**config.mk**
```make
export PLATFORM = sky130hd
export DESIGN_NAME = pport_device_flat
export DESIGN_NICKNAME = d
export VERILOG_FILES = /design/src/core/pport_pkg.sv /design/src/core/pport_if.sv /design/src/core/pport_fifo.sv /design/src/core/pport_device.sv /design/src/flat_wrapper.sv
export SDC_FILE = /design/constraint.sdc
export NUM_CORES = 1
export LEC_CHECK = 0
export ABC_AREA = 1
export ABC_CLOCK_PERIOD_IN_PS = 2000
export BUFFER_PORTS_ARGS = -buffer_cell sky130_fd_sc_hd__buf_2
export CORE_MARGIN = 5
export CORE_UTILIZATION = 53
export DETAILED_ROUTE_END_ITERATION = 7
export GPL_TIMING_DRIVEN = 0
export MAX_ROUTING_LAYER = met4
export PLACE_DENSITY = 0.76
export SETUP_SLACK_MARGIN = 0.15
export SKIP_CTS_REPAIR_TIMING = 1
export SKIP_LAST_GASP = 1
export SYNTH_ARGS = -nofsm -noshare
export SYNTH_HDL_FRONTEND = slang
export SYNTH_SLANG_ARGS = --single-unit
```
**constraint.sdc**
```tcl
create_clock -name clk -period 2 [get_ports clk]
set_clock_uncertainty 0.05 [all_clocks]
set_input_delay 0.1 -clock clk [delete_from_list [all_inputs] [get_ports clk]]
set_output_delay 0.1 -clock clk [all_outputs]
set_load 0.1 [all_outputs]
```
**src/core/pport_pkg.sv**
```systemverilog
// Shared constants for the printer-port pin-share link
package pport_pkg;
  // Control bit positions (software-facing register bits of our own)
  localparam int ECP_EN_BIT     = 2;   // Port control: extended mode enable
  localparam int DMA_CFG_BIT    = 3;   // Power management: DMA configured
  localparam int PNF_EN_BIT     = 2;   // Floppy config: pin is selector
  localparam int SEL_CTRL_BIT   = 3;   // Port control: select-input drive
  // Own register offsets on the plain software port
  localparam logic [3:0] OFS_PORT_CTRL  = 4'h0;
  localparam logic [3:0] OFS_PWR_MGMT   = 4'h1;
  localparam logic [3:0] OFS_FLOPPY_CFG = 4'h2;
  localparam logic [3:0] OFS_STATUS     = 4'h3;
  localparam logic [3:0] OFS_DATA       = 4'h4;
  // Reset values
  localparam logic [7:0] PORT_CTRL_RST  = 8'h00;
  localparam logic [7:0] PWR_MGMT_RST   = 8'h00;
  localparam logic [7:0] FLOPPY_CFG_RST = 8'h00;
  // Buffer shape
  localparam int FIFO_DEPTH = 8;
  localparam int DATA_W     = 8;
endpackage

```
**src/core/pport_if.sv**
```systemverilog
// Pin-level link between printer port and DMA controller / printer
`timescale 1ns/1ps
interface pport_if;
  logic       printer_dma_req;       // Request level from device
  logic       printer_dma_req_oe;    // Device drives request pin
  logic       shared_ack_pin;        // Acknowledge / identity pin
  logic       dma_rd_n;              // Read strobe, active low
  logic       dma_wr_n;              // Write strobe, active low
  logic [7:0] port_data_out;         // Data driven by device
  logic [7:0] port_data_oe;          // Per-bit drive enable
  logic       paper_end;             // Printer out of paper
  logic       printer_selected;      // Printer connected
  logic       select_input_n_out;    // Select-input level
  logic       select_input_n_oe;     // Select-input driven
  logic       printer_not_floppy_sel;// Selector / drive-two pin
  logic       floppy_rdata;          // Raw read data from drive
  logic [7:0] dma_data;              // Data from host on DMA write
  modport device
  (
    output printer_dma_req, printer_dma_req_oe, port_data_out,
           port_data_oe, select_input_n_out, select_input_n_oe,
    input  shared_ack_pin, dma_rd_n, dma_wr_n, paper_end,
           printer_selected, printer_not_floppy_sel, floppy_rdata,
           dma_data
  );
  modport host
  (
    input  printer_dma_req, printer_dma_req_oe, port_data_out,
           port_data_oe, select_input_n_out, select_input_n_oe,
    output shared_ack_pin, dma_rd_n, dma_wr_n, paper_end,
           printer_selected, printer_not_floppy_sel, floppy_rdata,
           dma_data
  );
endinterface // pport_if

```
**src/core/pport_fifo.sv**
```systemverilog
// Parameterised valid/ready FIFO for the printer data path
`timescale 1ns/1ps
module pport_fifo #(
  parameter int WIDTH = pport_pkg::DATA_W,
  parameter int DEPTH = pport_pkg::FIFO_DEPTH
)(
  input  wire logic             clk,
  input  wire logic             reset_n,
  input  wire logic             clk_en,
  input  wire logic             in_valid,
  output logic                  in_ready,
  input  wire logic [WIDTH-1:0] in_data,
  output logic                  out_valid,
  input  wire logic             out_ready,
  output logic      [WIDTH-1:0] out_data
);
  localparam int AW = $clog2(DEPTH);
  logic [WIDTH-1:0] mem [DEPTH];        // Word storage
  logic [AW-1:0]    wr_ptr;             // Write index
  logic [AW-1:0]    rd_ptr;             // Read index
  logic [AW:0]      count;              // Words held
  logic             push;
  logic             pop;

  // Handshakes are combinational; full and empty come from count
  assign in_ready  = (count != (AW+1)'(DEPTH));
  assign out_valid = (count != '0);
  assign push      = in_valid && in_ready && clk_en;
  assign pop       = out_valid && out_ready && clk_en;
  assign out_data  = mem[rd_ptr];

  // Storage array has no reset; only pointers and count need a defined start
  always_ff @(posedge clk)
  begin
    if (push)
      mem[wr_ptr] <= in_data;
  end

  // Pointer and count update
  always_ff @(posedge clk or negedge reset_n)
  begin
    if (!reset_n)
    begin
      wr_ptr <= '0;
      rd_ptr <= '0;
      count  <= '0;
    end
    else
    begin
      if (push)
        wr_ptr <= (wr_ptr == AW'(DEPTH-1)) ? '0 : wr_ptr + AW'(1);
      if (pop)
        rd_ptr <= (rd_ptr == AW'(DEPTH-1)) ? '0 : rd_ptr + AW'(1);
      count <= count + (AW+1)'(push) - (AW+1)'(pop);
    end
  end
endmodule // pport_fifo

```
**src/core/pport_device.sv**
```systemverilog
// Printer port device end: DMA request, pin sharing and selector routing
// Contract
// - Raise DMA request when transfer needed.
// - Request pin floats unless extended mode and DMA.
// - Request signals only in extended mode.
// - Controller acknowledges low, enabling DMA strobes.
// - Shared pin is acknowledge or identity by bit.
// - Unused shared function reads constant one.
// - Acknowledge honoured only in extended mode.
// - Selector pin or drive-two input by bit.
// - Selector routes pins to printer or floppy.
// - Floppy mode supplies extra raw read data.
// - Printer drives paper end high when empty.
// - Printer drives select high when connected.
// - Select-input output follows control bit, low selects.
// - Control bit zero floats select-input pin.
// - Read strobe treated as active low.
//
// The address-and-strobe port and the address map were left to the implementer.
`timescale 1ns/1ps
module pport_device #(
  parameter int DEPTH = pport_pkg::FIFO_DEPTH
)(
  input  wire logic       clk,
  input  wire logic       reset_n,
  input  wire logic       clk_en,
  pport_if.device         link,
  input  wire logic [3:0] sw_addr,
  input  wire logic [7:0] sw_wdata,
  input  wire logic       sw_wr,
  input  wire logic       sw_rd,
  output logic      [7:0] sw_rdata,
  output logic            ident_sel,
  output logic            drive_two_in,
  output logic            floppy_raw_rdata,
  output logic      [7:0] dma_rx_data,
  output logic            dma_rx_valid
);
  typedef enum logic [2:0] {
    ST_IDLE = 3'b001,   // Nothing to move
    ST_REQ  = 3'b010,   // Request raised, waiting for acknowledge
    ST_XFER = 3'b100    // Acknowledge seen, waiting for strobe
  } dma_state_t;

  typedef struct packed {
    logic [7:0] port_ctrl_reg;     // Mode and pin control
    logic [7:0] power_mgmt_ctrl;   // DMA configuration
    logic [7:0] floppy_cfg_reg;    // Selector pin role
    logic [7:0] rdata;             // Read data, one cycle later
    dma_state_t state;             // DMA handshake state
    logic [7:0] out_byte;          // Byte on the port data pins
    logic [1:0] ack_s;             // Shared pin synchroniser
    logic [1:0] rd_s;              // Read strobe synchroniser
    logic [1:0] wr_s;              // Write strobe synchroniser
    logic [1:0] pe_s;              // Paper end synchroniser
    logic [1:0] printer_selected_s;            // Select status synchroniser
    logic [1:0] pnf_s;             // Selector pin synchroniser
    logic [1:0] frd_s;             // Floppy read data synchroniser
    logic       rd_prev;           // Strobe edge history
    logic       wr_prev;
    logic [7:0] rx_data;           // Byte taken on DMA write
    logic       rx_valid;          // One-cycle pulse with rx_data
  } dev_state_t;

  dev_state_t st;
  dev_state_t next_st;

  logic       ecp_on;              // Extended mode enabled
  logic       dma_cfg;             // DMA configured
  logic       ack_n_eff;           // Acknowledge as seen by logic
  logic       printer_mode;        // Pins belong to printer
  logic       fifo_in_ready;
  logic       fifo_out_valid;
  logic [7:0] fifo_out_data;
  logic       fifo_pop;
  logic       sw_push;

  // Decoded modes
  assign ecp_on  = st.port_ctrl_reg[pport_pkg::ECP_EN_BIT];
  assign dma_cfg = st.power_mgmt_ctrl[pport_pkg::DMA_CFG_BIT];
  // Shared pin role; the unused role reads as one
  assign ack_n_eff = dma_cfg ? st.ack_s[1] : 1'b1;
  assign ident_sel = dma_cfg ? 1'b1 : st.ack_s[1];
  // Selector pin role: selector, else drive-two input; default printer
  assign printer_mode = st.floppy_cfg_reg[pport_pkg::PNF_EN_BIT]
                        ? st.pnf_s[1] : 1'b1;
  assign drive_two_in = st.floppy_cfg_reg[pport_pkg::PNF_EN_BIT]
                        ? 1'b1 : st.pnf_s[1];
  assign floppy_raw_rdata = printer_mode ? 1'b1 : st.frd_s[1];

  assign sw_push  = sw_wr && (sw_addr == pport_pkg::OFS_DATA);
  assign fifo_pop = (st.state == ST_XFER) && st.rd_prev && !st.rd_s[1];

  // Bytes from software wait here until the controller fetches them
  pport_fifo #(
    .WIDTH     (8),
    .DEPTH     (DEPTH)
  ) u_fifo (
    .clk       (clk),
    .reset_n   (reset_n),
    .clk_en    (clk_en),
    .in_valid  (sw_push),
    .in_ready  (fifo_in_ready),
    .in_data   (sw_wdata),
    .out_valid (fifo_out_valid),
    .out_ready (fifo_pop),
    .out_data  (fifo_out_data)
  );

  // Pin outputs; printer drive is withdrawn in floppy mode
  always_comb
  begin
    link.printer_dma_req    = (st.state == ST_REQ);
    link.printer_dma_req_oe = ecp_on && dma_cfg;
    link.port_data_out      = st.out_byte;
    link.port_data_oe       = printer_mode ? 8'hFF : 8'h00;
    link.select_input_n_out = 1'b0;
    link.select_input_n_oe  = printer_mode
                              && st.port_ctrl_reg[pport_pkg::SEL_CTRL_BIT];
  end

  // Next-state logic for the whole device
  always_comb
  begin
    next_st          = st;
    next_st.rx_valid = 1'b0;
    // Two flip-flops on every pin input but dma_data; only stage 1 reads stage 0
    next_st.ack_s  = {st.ack_s[0],  link.shared_ack_pin};
    next_st.rd_s   = {st.rd_s[0],   link.dma_rd_n};
    next_st.wr_s   = {st.wr_s[0],   link.dma_wr_n};
    next_st.pe_s   = {st.pe_s[0],   link.paper_end};
    next_st.printer_selected_s = {st.printer_selected_s[0], link.printer_selected};
    next_st.pnf_s  = {st.pnf_s[0],  link.printer_not_floppy_sel};
    next_st.frd_s  = {st.frd_s[0],  link.floppy_rdata};
    next_st.rd_prev = st.rd_s[1];
    next_st.wr_prev = st.wr_s[1];
    // Software register writes
    if (sw_wr)
    begin
      unique case (sw_addr)
        pport_pkg::OFS_PORT_CTRL:  next_st.port_ctrl_reg   = sw_wdata;
        pport_pkg::OFS_PWR_MGMT:   next_st.power_mgmt_ctrl = sw_wdata;
        pport_pkg::OFS_FLOPPY_CFG: next_st.floppy_cfg_reg  = sw_wdata;
        default: ;
      endcase
    end
    // Software reads, answered one cycle later
    next_st.rdata = 8'h00;
    if (sw_rd)
    begin
      unique case (sw_addr)
        pport_pkg::OFS_PORT_CTRL:  next_st.rdata = st.port_ctrl_reg;
        pport_pkg::OFS_PWR_MGMT:   next_st.rdata = st.power_mgmt_ctrl;
        pport_pkg::OFS_FLOPPY_CFG: next_st.rdata = st.floppy_cfg_reg;
        pport_pkg::OFS_STATUS:
          next_st.rdata = {2'h0, fifo_in_ready, fifo_out_valid,
                           printer_mode, st.printer_selected_s[1],
                           st.pe_s[1], 1'b0};
        default: next_st.rdata = 8'h00;
      endcase
    end
    // DMA handshake; leaving extended mode or DMA drops any request
    unique case (st.state)
      ST_IDLE:
        if (ecp_on && dma_cfg && printer_mode && fifo_out_valid)
          next_st.state = ST_REQ;
      ST_REQ:
        if (!ecp_on || !dma_cfg)
          next_st.state = ST_IDLE;
        else if (!ack_n_eff)
          next_st.state = ST_XFER;
      ST_XFER:
      begin
        if (!ecp_on || !dma_cfg || ack_n_eff)
          next_st.state = ST_IDLE;
        else if (fifo_pop)
        begin
          // Falling edge of the active-low read strobe moves a byte
          next_st.out_byte = fifo_out_data;
          next_st.state    = ST_IDLE;
        end
        else if (st.wr_prev && !st.wr_s[1])
        begin
          next_st.rx_data  = link.dma_data;
          next_st.rx_valid = 1'b1;
          next_st.state    = ST_IDLE;
        end
      end
    endcase
  end

  assign sw_rdata     = st.rdata;
  assign dma_rx_data  = st.rx_data;
  assign dma_rx_valid = st.rx_valid;

  // State register; all of it freezes while clk_en is low
  always_ff @(posedge clk or negedge reset_n)
  begin
    if (!reset_n)
    begin
      st                 <= '0;
      st.port_ctrl_reg   <= pport_pkg::PORT_CTRL_RST;
      st.power_mgmt_ctrl <= pport_pkg::PWR_MGMT_RST;
      st.floppy_cfg_reg  <= pport_pkg::FLOPPY_CFG_RST;
      st.state           <= ST_IDLE;
      st.ack_s           <= 2'h3;
      st.rd_s            <= 2'h3;
      st.wr_s            <= 2'h3;
      st.rd_prev         <= 1'b1;
      st.wr_prev         <= 1'b1;
    end
    else if (clk_en)
      st <= next_st;
  end
endmodule // pport_device

```
**src/flat_wrapper.sv**
```systemverilog
// flat-port wrapper written by rule: the top's interface ports become plain ports
module pport_device_flat 
#(
  parameter int DEPTH = pport_pkg::FIFO_DEPTH
)
  (clk, reset_n, clk_en, sw_addr, sw_wdata, sw_wr, sw_rd, sw_rdata, ident_sel, drive_two_in, floppy_raw_rdata, dma_rx_data, dma_rx_valid, link_printer_dma_req, link_printer_dma_req_oe, link_port_data_out, link_port_data_oe, link_select_input_n_out, link_select_input_n_oe, link_shared_ack_pin, link_dma_rd_n, link_dma_wr_n, link_paper_end, link_printer_selected, link_printer_not_floppy_sel, link_floppy_rdata, link_dma_data);
  pport_if link_i ();
  input  wire logic clk;
  input  wire logic reset_n;
  input  wire logic clk_en;
  input  wire logic [3:0] sw_addr;
  input  wire logic [7:0] sw_wdata;
  input  wire logic sw_wr;
  input  wire logic sw_rd;
  output logic      [7:0] sw_rdata;
  output logic ident_sel;
  output logic drive_two_in;
  output logic floppy_raw_rdata;
  output logic      [7:0] dma_rx_data;
  output logic dma_rx_valid;
  output wire logic [$bits(link_i.printer_dma_req)-1:0] link_printer_dma_req;
  output wire logic [$bits(link_i.printer_dma_req_oe)-1:0] link_printer_dma_req_oe;
  output wire logic [$bits(link_i.port_data_out)-1:0] link_port_data_out;
  output wire logic [$bits(link_i.port_data_oe)-1:0] link_port_data_oe;
  output wire logic [$bits(link_i.select_input_n_out)-1:0] link_select_input_n_out;
  output wire logic [$bits(link_i.select_input_n_oe)-1:0] link_select_input_n_oe;
  input wire logic [$bits(link_i.shared_ack_pin)-1:0] link_shared_ack_pin;
  input wire logic [$bits(link_i.dma_rd_n)-1:0] link_dma_rd_n;
  input wire logic [$bits(link_i.dma_wr_n)-1:0] link_dma_wr_n;
  input wire logic [$bits(link_i.paper_end)-1:0] link_paper_end;
  input wire logic [$bits(link_i.printer_selected)-1:0] link_printer_selected;
  input wire logic [$bits(link_i.printer_not_floppy_sel)-1:0] link_printer_not_floppy_sel;
  input wire logic [$bits(link_i.floppy_rdata)-1:0] link_floppy_rdata;
  input wire logic [$bits(link_i.dma_data)-1:0] link_dma_data;
  assign link_printer_dma_req = link_i.printer_dma_req;
  assign link_printer_dma_req_oe = link_i.printer_dma_req_oe;
  assign link_port_data_out = link_i.port_data_out;
  assign link_port_data_oe = link_i.port_data_oe;
  assign link_select_input_n_out = link_i.select_input_n_out;
  assign link_select_input_n_oe = link_i.select_input_n_oe;
  assign link_i.shared_ack_pin = link_shared_ack_pin;
  assign link_i.dma_rd_n = link_dma_rd_n;
  assign link_i.dma_wr_n = link_dma_wr_n;
  assign link_i.paper_end = link_paper_end;
  assign link_i.printer_selected = link_printer_selected;
  assign link_i.printer_not_floppy_sel = link_printer_not_floppy_sel;
  assign link_i.floppy_rdata = link_floppy_rdata;
  assign link_i.dma_data = link_dma_data;
  pport_device #(.DEPTH(DEPTH)) u_core (.clk(clk), .reset_n(reset_n), .clk_en(clk_en), .link(link_i), .sw_addr(sw_addr), .sw_wdata(sw_wdata), .sw_wr(sw_wr), .sw_rd(sw_rd), .sw_rdata(sw_rdata), .ident_sel(ident_sel), .drive_two_in(drive_two_in), .floppy_raw_rdata(floppy_raw_rdata), .dma_rx_data(dma_rx_data), .dma_rx_valid(dma_rx_valid));
endmodule
```
======== Yosys cells after proc, flatten, opt, wreduce, memory -nomap -nowiden ========
Memory sizes are Yosys's and may differ from the RTL's. A register that Yosys moved wholly into a read port is not among the register bits.
Cells that the tools add are included.
word-level totals
  register bits after elaboration ......... 70
  word-level logic and storage cells ...... 89
  memories kept ........................... 1
  bits in writable memories ............... 64
  bits of input ports ..................... 32
memories
  name               words  bits a word  rd ports  clocked after memory_dff  write ports  RTL line          text
  u_core.u_fifo.mem  8      8            1         1                         1            pport_fifo.sv:18  logic [WIDTH-1:0] mem [DEPTH];
cells by class
  $add $sub $neg .......................... 4
  bitwise gates (word level) .............. 2
  reductions and logical operators ........ 27
  mux-type cells .......................... 23
  equal/unequal tests ..................... 13
operators by type and width
  cell                 number
  $pmux 8 s4           1
  $mux 3               8
  $mux 8               2
  $logic_and 1x1->1    12
  $mux 1               11
  $eq 3x3->1 const B   3
  $pmux 3 s3           1
  $reduce_and 3->1     3
  $eq 4x2->1 const B   2
  $ne 4x4->1 const B   2
  $reduce_and 4->1     2
  $add 3x1->3 const B  2
  $logic_not 1->1      5
  $reduce_and 5->1     1
  $add 4x1->4          1
  $eq 4x1->1 const B   1
  $eq 4x3->1 const B   1
  $logic_not 4->1      1
  $reduce_bool 4->1    1
  $sub 4x1->4          1
  $eq 3x1->1 const B   1
  $eq 3x2->1 const B   1
  $ne 3x3->1 const B   1
  $logic_or 1x1->1     2
  2 further kinds      3

======== Depth between registers and ports, before layout ========
Gate-level depths: netlist of the first run.
  depth after elaboration ................. 6
  gate-level depth with buffers ........... 11
  depth with buffers taken out ............ 11

======== By module ========
A second synthesis of the first run with hierarchy kept.
second synthesis, totals
  cell total of the unflattened synthesis .. 765
  area, all modules ....................... 6927.9 sq um
modules (own cells, without submodules)
  module        area each (sq um)  instances  cells each  seq. area each (sq um)
  pport_fifo    3472.1             1          353         2172.1
  pport_device  3455.8             1          412         1712.9

======== Least setup slack after synthesis of the first run ========
No wires, ideal clock.
  path kind ............................... reg-to-reg
  start point ............................. register u_core.st[10] in the netlist's numbering
  end point ............................... register u_core.u_fifo.count[2]
  stages on the path, launching flop included .. 11
  arrival ................................. 1935 ps
  path buffers ............................ 0
  setup slack ............................. -107 ps
  cells stage by stage .................... dfstp_2 > nand2_1 > nor2_1 > nand3_1 > inv_1 > ha_1 > inv_1 > ha_1 > inv_1 > fa_1 > xnor2_1
between the ends
  longest elaborated chain between the ends .. 5
RTL lines
  what                            RTL line             text
  from (decl)                     pport_device.sv:65   dev_state_t st;
  from (signal assigned)          pport_device.sv:213  st <= next_st;
  $logic_and 1x1->1 (2 in a row)  pport_device.sv:92   assign fifo_pop = (st.state == ST_XFER) && st.rd_prev && !st.rd_s[1];
  $logic_and 1x1->1 (2 in a row)  pport_fifo.sv:29     assign pop = out_valid && out_ready && clk_en;
  named net u_core.u_fifo.pop     pport_fifo.sv:23     logic pop;
  $sub 4x1->4                     pport_fifo.sv:54     count <= count + (AW+1)'(push) - (AW+1)'(pop);
  to (signal assigned)            pport_fifo.sv:54
  to (decl)                       pport_fifo.sv:21     logic [AW:0] count;
The timed path passes the listed nets, and every way through them passes these cells.
A chain may end at the register's enable or synchronous reset.

======== Worst setup path in the final report of the first run ========
  start point ............................. register u_core.st[10] in the netlist's numbering
  end point ............................... register u_core.u_fifo.count[1]
The elaborated chain is that of the path after synthesis.

==> results by group, run 1 <==
Run status
  • Result of the run: finished with violations
  • Violations in the final reports: negative setup slack

Global routing
  • Number of global-route vias before repair: 4,801
  • First-pass GRT wire length: 23,580 um
  • Overall overflow remaining after global route: 0
  • Largest net degree at the start of global routing: 60
  • Number of antenna violations at the first check in global routing: 0
  • Aggregate global-route resource usage: 0.2145

STA
  • Number of failing setup endpoints in the final timing report: 33
  • Unrepaired setup endpoints after global routing: true
  • Maximum operating frequency: 467.5 MHz
  • Fin crit period: 2.139 ns
  • Hold violation count in the final report: 0
  • Final-report max-slew violation count: 0
  • Final period utilization: 1.069
  • Max-slew headroom: 0.6346
  • Worst-case setup margin in the final layout: -0.1389 ns
  • Final hold slack: 0.05937 ns
  • Actual transition at the worst max-transition pin: 0.5480 ns
  • Final TNS setup: -1.423 ns

Synthesis
  • Unique cell type count in the Yosys netlist: 35
  • Cells after Synth: 666
  • Syn_area_per_cell: 9.701 um^2
  • Total nets after synthesis: 709
  • Yosys warning count: 0
  • EDFF count, synth: 64
  • Most instantiated flip-flop cell in the synthesis netlist: sky130_fd_sc_hd__dfrtp_1
  • Share of the yosys chip area belonging to registers: 0.6013
  • Netlist area before placement: 0.006461 mm^2
  • Number of flip-flops and latches in the synthesized netlist: 142
  • Proportion of synthesized flip-flops having asynchronous set or reset: 0.5493

Setup path
  • Reg-to-Reg End: u_core.u_fifo.count[1]$_DFF_PN0_
  • Required time at the worst-slack endpoint: 2.27 ns
  • Category of the critical setup timing path: reg2reg
  • Destination of the critical timing path: u_core.u_fifo.count[1]$_DFF_PN0_
  • FF-to-FF path depth: 10
  • Critical Path Source: u_core.st[10]$_DFFE_PN1P_
  • Critical Path AT: 2.41 ns
  • Worst-case register-to-register setup slack: -0.14 ns
  • Max FO, Critical Path: 3
  • Reg2reg start: u_core.st[10]$_DFFE_PN1P_
  • Worst Setup Start Kind: flip-flop
  • Category of the worst setup path capture point: flip-flop

Detailed routing
  • Detailed-route DRC error count: 0
  • Detailed-route wire length: 15,550 um
  • Antenna-violating nets left: 0
  • Via-to-Cell Ratio: 5.383
  • Starting DRC count in detailed routing: 629
  • Number of search-and-repair iterations in the first detailed-routing pass: 5
  • Routed wire length per instance: 16.30 um
  • Total vias in the final route: 5,135

Final layout
  • Final cell count without fillers: 954
  • Diodes inserted: 0
  • FILL cells: 838
  • Final non-filler cell area: 0.008274 mm^2
  • Net count reported at finish: 837
  • Fin util: 0.6917
  • Area growth from synthesis to layout: 28.06%
  • Share of final-layout standard cells stronger than drive strength 1: 0.2900

Power and ir drop
  • Static leakage: 3.870 nW
  • Power, Total: 8.194 mW
  • Peak supply drop: 0.5398 mV
  • Total power density per cell area: 990.4 mW/mm^2

Place
  • IO Port Bufs: 69
  • Post-detail-place hpwl: 10,070 um
  • Placer's final routability congestion estimate: 0.8747
  • Post-placement worst setup slack: -0.7590 ns
  • Placement Cell Area: 0.007067 mm^2
  • Placed cells: 883

Floorplanning
  • Core outline area: 0.01196 mm^2
  • Number of core rows: 40
  • Die Wd: 120.4 um
  • Initial core utilization: 0.5402
  • DIE AREA: 0.01450 mm^2
  • # IOs: 72
  • Die Height: 120.4 um

Clock tree
  • Clk_lat worst skew: 0.42 ns
  • TritonCTS clock tree: yes
  • Cell chosen for the clock root: sky130_fd_sc_hd__clkbuf_16
  • Clock Path Buffers: 2
  • Clk sink count: 142
  • TritonCTS Buffers: 17
  • Max H-tree Level: 4
  • Clock transition at the registers of the reported paths: 0.06 ns

Run
  • Max capacitance violation total: 0

Hold path
  • Worst Hold Class: in2async
[logic make-up after synthesis]
logic type	synth area share
DFF	0.6013
adders and majority gates	0.02246
xor gates and xnor gates	0.002712
buffers and inverters	0.09121
AOI/OAI and AO/OA	0.05267
and+or+nand+nor	0.2291
other	0.0005804
[Yosys cell counts, types with 3 or more instances]
master	instances	area, um^2
sky130_fd_sc_hd__dfrtp_1	69	1727
sky130_fd_sc_hd__dfstp_2	9	236.5
sky130_fd_sc_hd__buf_4	33	247.7
sky130_fd_sc_hd__buf_6	5	56.30
sky130_fd_sc_hd__nor3_1	7	35.03
sky130_fd_sc_hd__o21ai_1	17	85.08
sky130_fd_sc_hd__ha_1	10	125.1
sky130_fd_sc_hd__o21ai_2	8	70.07
sky130_fd_sc_hd__buf_2	8	40.04
sky130_fd_sc_hd__nor2_1	17	63.81
sky130_fd_sc_hd__o21ai_0	33	165.2
sky130_fd_sc_hd__edfxtp_1	64	1922
sky130_fd_sc_hd__inv_1	51	191.4
sky130_fd_sc_hd__nand2_2	3	18.77
sky130_fd_sc_hd__nand3_1	72	360.4
sky130_fd_sc_hd__clkbuf_1	7	26.28
sky130_fd_sc_hd__nand2_1	219	822.0
sky130_fd_sc_hd__inv_2	4	15.01
sky130_fd_sc_hd__nand4_1	8	50.05
[critical path: stages (launching register included)]
cell and delay, ns:
sky130_fd_sc_hd__dfstp_2 0.56, sky130_fd_sc_hd__nand2_4 0.06, sky130_fd_sc_hd__nor2_4 0.15, sky130_fd_sc_hd__nand3_4 0.11, sky130_fd_sc_hd__inv_4 0.09, sky130_fd_sc_hd__ha_4 0.21
sky130_fd_sc_hd__inv_4 0.06, sky130_fd_sc_hd__ha_4 0.12, sky130_fd_sc_hd__inv_2 0.03, sky130_fd_sc_hd__fa_2 0.55, sky130_fd_sc_hd__inv_2 0.04
[layer usage]
layer | vias to the layer above | wire length [um] | global-route usage | share of wire
li1 | 2412 | - | - | -
met4 | 0 | 289 | 0.07295 | 0.019
met1 | 2480 | 6237 | 0.2623 | 0.40
met3 | 32 | 1065 | 0.05285 | 0.068
met5 | - | 0 | - | 0
met2 | 211 | 7959 | 0.3517 | 0.51
[worst min path at each step]
stage,cells past startpoint,from,endpoint
after detailed placement,1,reset_n,u_core.dma_rx_data[7]$_DFFE_PN0P_
after CTS,1,reset_n,u_core.st[18]$_DFFE_PN0P_
final,2,reset_n,u_core.dma_rx_data[1]$_DFFE_PN0P_
after global placement,3,link_dma_rd_n,u_core.next_st[22]$_DFFE_PN1P_
after floorplan,0,reset_n,u_core.dma_cfg$_DFFE_PN0P_
after global routing,2,reset_n,u_core.st[18]$_DFFE_PN0P_
[cells in the final DEF, fill, tap and decap left out, types with 4 or more instances in the layout]
cell type / n
sky130_fd_sc_hd__nand2_1: 214
sky130_fd_sc_hd__buf_2: 74
sky130_fd_sc_hd__nand3_1: 69
sky130_fd_sc_hd__dfrtp_1: 68
sky130_fd_sc_hd__edfxtp_1: 64
sky130_fd_sc_hd__inv_1: 43
sky130_fd_sc_hd__buf_4: 40
sky130_fd_sc_hd__o21ai_0: 33
sky130_fd_sc_hd__dlygate4sd3_1: 24
sky130_fd_sc_hd__o21ai_1: 17
sky130_fd_sc_hd__clkbuf_16: 17
sky130_fd_sc_hd__nor2_1: 13
sky130_fd_sc_hd__dfstp_2: 9
sky130_fd_sc_hd__inv_2: 8
sky130_fd_sc_hd__clkinvlp_4: 8
sky130_fd_sc_hd__clkbuf_1: 8
sky130_fd_sc_hd__nand4_1: 8
sky130_fd_sc_hd__o21ai_2: 8
sky130_fd_sc_hd__buf_6: 7
sky130_fd_sc_hd__nor3_4: 7
sky130_fd_sc_hd__buf_12: 7
sky130_fd_sc_hd__ha_1: 6
sky130_fd_sc_hd__nor2_4: 5
sky130_fd_sc_hd__nand2_2: 5
sky130_fd_sc_hd__nand2_4: 4
sky130_fd_sc_hd__nand3_4: 4
sky130_fd_sc_hd__clkinv_2: 4
[registers in the layout, indices dropped and copies added (netlist names)]
name and flops:
u_core.u_fifo.mem 64, u_core.st 32, u_core.next_st 9, u_core.dma_rx_data 8, u_core.link.port_data_out 8, u_core.sw_rdata 8
u_core.u_fifo.count 4, u_core.u_fifo.rd_ptr 3, u_core.u_fifo.wr_ptr 3, u_core.dma_cfg 1, u_core.dma_rx_valid 1, u_core.ecp_on 1
[layout make-up]
class                      instances  area (um^2)  area share
clock inverter                    14        120.1     0.01452
multi-input combinational        413         2216      0.2678
inverter                          57        235.2     0.02843
tap                              147        183.9     0.02223
sequential                       142         3886      0.4697
buffer                            54        375.4     0.04537
clock buffer                      18        429.2     0.05187
timing repair buffer             109        828.3      0.1001
[where the power goes]
group          total [mW]  leakage, nW  switching (mW)  internal, mW
Clock                2.94        0.252            1.23          1.70
Sequential           3.52         1.57           0.216          3.30
Combinational        1.74         2.04            1.18         0.556
Power figures use the tool's default switching activity.
==> run 2: changes to the inputs <==
--- a/config.mk
+++ b/config.mk
@@ -6,7 +6,7 @@
 export NUM_CORES = 1
 export LEC_CHECK = 0
 export ABC_AREA = 1
-export ABC_CLOCK_PERIOD_IN_PS = 2000
+export ABC_CLOCK_PERIOD_IN_PS = 1900
 export BUFFER_PORTS_ARGS = -buffer_cell sky130_fd_sc_hd__buf_2
 export CORE_MARGIN = 5
 export CORE_UTILIZATION = 53
==> constraint.sdc (replaced) <==
create_clock -name clk -period 1.9 [get_ports clk]
set_clock_uncertainty 0.05 [all_clocks]
set_input_delay 0.095 -clock clk [delete_from_list [all_inputs] [get_ports clk]]
set_output_delay 0.095 -clock clk [all_outputs]
set_load 0.1 [all_outputs]
==> results by group, run 2 (same netlist as run 1, synthesis figures left out) <==
Final layout
  • Number of flip-flops in the largest register: 64 (unchanged)
  • Area taken by flip-flops and latches: 0.003885 mm^2 (about the same)
  • Net count reported at finish: 838 (+0.12%)
  • Most used cells in the layout excluding fill and tap cells: sky130_fd_sc_hd__nand2_1, sky130_fd_sc_hd__nand3_1, sky130_fd_sc_hd__dfrtp_1
  • Share of final-layout standard cells stronger than drive strength 1: 0.2921 (+0.002116)
  • Area growth from synthesis to layout: 28.60%
  • FILL cells: 828 (-1.2%)
  • Multi-input gate area: 0.002217 mm^2 (about the same)
  • Final non-filler cell area: 0.008309 mm^2 (+0.42%)
  • Fin util: 0.6947 (+0.002929)
  • Commonest non-fill, non-tap cell in the layout: sky130_fd_sc_hd__nand2_1
  • Register ranked first by flip-flop count: u_core.u_fifo.mem

Setup path
  • Category of the worst setup path capture point: flip-flop
  • Reg-to-Reg End: u_core.u_fifo.count[1]$_DFF_PN0_
  • Worst-case register-to-register setup slack: -0.14 ns (about the same)
  • Critical Path Source: u_core.st[10]$_DFFE_PN1P_
  • Worst Setup Start Kind: flip-flop
  • Kind of cell adding the most delay to the critical path: adder cells
  • Delay contributed by the slowest stage of the critical path: 0.55 ns (about the same)
  • Reg2reg start: u_core.st[10]$_DFFE_PN1P_
  • Critical Path Stages: 10 (unchanged)
  • FF-to-FF path depth: 10 (unchanged)
  • Required time at the worst-slack endpoint: 2.16 ns (-0.11 ns)
  • Max FO, Critical Path: 2 (-1)
  • Critical Path AT: 2.30 ns (-0.11 ns)
  • Buffer and inverter count on the worst path: 4 (unchanged)
  • Worst-path cell chain: nand2_4 > nor2_4 > nand3_2 > inv_2 > ha_4 > inv_4 > ha_4 > inv_2 > fa_2 > inv_1
  • Critical Path Slowest Stage Cell: sky130_fd_sc_hd__dfstp_2
  • Category of the critical setup timing path: reg2reg

Place
  • Placement Cell Area: 0.007067 mm^2 (unchanged)
  • IO Port Bufs: 69 (unchanged)
  • Post-detail-place hpwl: 10,060 um (-0.15%)
  • Post-placement worst setup slack: -0.8418 ns (-0.08276 ns)
  • Placer's final routability congestion estimate: 0.8594 (-1.7%)

Detailed routing
  • Antenna-violating nets left: 0 (unchanged)
  • Number of search-and-repair iterations in the first detailed-routing pass: 5 (unchanged)
  • Total vias in the final route: 5,101 (-0.66%)
  • Routed wire length per instance: 16.17 um (-0.82%)
  • Via-to-Cell Ratio: 5.336 (-0.87%)
  • Starting DRC count in detailed routing: 562 (-11%)
  • Detailed-route DRC error count: 0 (unchanged)
  • Detailed-route wire length: 15,460 um (-0.61%)

Floorplanning
  • Number of core rows: 40 (unchanged)
  • # IOs: 72 (unchanged)
  • Core outline area: 0.01196 mm^2 (unchanged)
  • Die Height: 120.4 um (unchanged)
  • Initial core utilization: 0.5402 (unchanged)
  • DIE AREA: 0.01450 mm^2 (unchanged)
  • Die Wd: 120.4 um (unchanged)

STA
  • Worst-case setup margin in the final layout: -0.1441 ns (-0.005182 ns)
  • Final TNS setup: -0.2576 ns (+1.165 ns)
  • Final-report max-slew violation count: 0 (unchanged)
  • Unrepaired setup endpoints after global routing: true
  • Maximum operating frequency: 489.2 MHz (+4.6%)
  • Fin crit period: 2.044 ns (-0.09482 ns)
  • Final period utilization: 1.076 (+0.006383)
  • Number of failing setup endpoints in the final timing report: 9 (-73%)
  • Max-slew headroom: 0.6616 (+0.02694)
  • Hold violation count in the final report: 0 (unchanged)
  • Actual transition at the worst max-transition pin: 0.5076 ns (-0.04041 ns)

Clock tree
  • Clock Path Buffers: 2 (unchanged)
  • Clk_lat worst skew: 0.42 ns (about the same)
  • Cell chosen for the clock root: sky130_fd_sc_hd__clkbuf_16
  • TritonCTS Buffers: 17 (unchanged)
  • Clock transition at the registers of the reported paths: 0.06 ns (about the same)
  • Max H-tree Level: 4 (unchanged)
  • TritonCTS clock tree: yes
  • Clk sink count: 142 (unchanged)

Global routing
  • First-pass GRT wire length: 22,860 um (-3.0%)
  • Largest net degree at the start of global routing: 60 (unchanged)
  • Number of antenna violations at the first check in global routing: 0 (unchanged)
  • Number of global-route vias before repair: 4,702 (-2.1%)
  • Overall overflow remaining after global route: 0 (unchanged)
  • Aggregate global-route resource usage: 0.2063 (-0.008244)

Power and ir drop
  • Static leakage: 3.904 nW (+0.88%)
  • Peak supply drop: 0.5228 mV (-3.2%)
  • Total power density per cell area: 1020 mW/mm^2 (+3.0%)

Run
  • Max capacitance violation total: 0 (unchanged)

Hold path
  • Worst Hold Class: in2async

Run status
  • Result of the run: finished with violations
  • Violations in the final reports: negative setup slack
[run 2: worst max path at each step]
| stage | slack (ns) | to |
|---|---|---|
| after detailed placement | -0.84 | u_core.u_fifo.mem[7][4]$_DFFE_PP_ |
| after floorplan | -0.13 | u_core.u_fifo.mem[0][0]$_DFFE_PP_ |
| final | -0.14 | u_core.u_fifo.count[1]$_DFF_PN0_ |
| after global routing | -0.20 | u_core.u_fifo.count[1]$_DFF_PN0_ |
| after CTS | -0.92 | u_core.u_fifo.mem[7][3]$_DFFE_PP_ |
| after global placement | -0.81 | u_core.u_fifo.mem[0][3]$_DFFE_PP_ |
[run 2: area by class of cell]
class	count	share of cell area
repair buffers	110	0.1045
diodes	1	0.0003012
inverters	57	0.02861
multi-input cells	413	0.2668
flip-flops and latches	142	0.4676
well taps	147	0.02214
clock buffers	20	0.05376
plain buffers	54	0.04623
clock inverters	12	0.01009
[run 2: report_power, final]
group	leakage (nW)	switching, mW	internal [mW]
sequential	1.57	0.231	3.47
clock	0.258	1.27	1.71
combinational	2.07	1.22	0.569
total	3.90	2.72	5.75
[run 2: stage by stage]
stage,total power [mW],instances,hold slack (ns)
floorplan,4.827,666,-0.2506
CTS,8.144,915,-0.4948
finish,8.473,956,0.05260
global route,8.825,955,0.06203
detailed placement,5.195,883,-0.05264
global placement,5.108,882,0.2461
[run 2: per-layer routing]
layer	track usage	vias up	share of wire
met5	-	-	0
met4	0.06091	0	0.020
met3	0.05519	33	0.069
met2	0.3336	215	0.50
met1	0.2575	2434	0.41
li1	-	2419	-
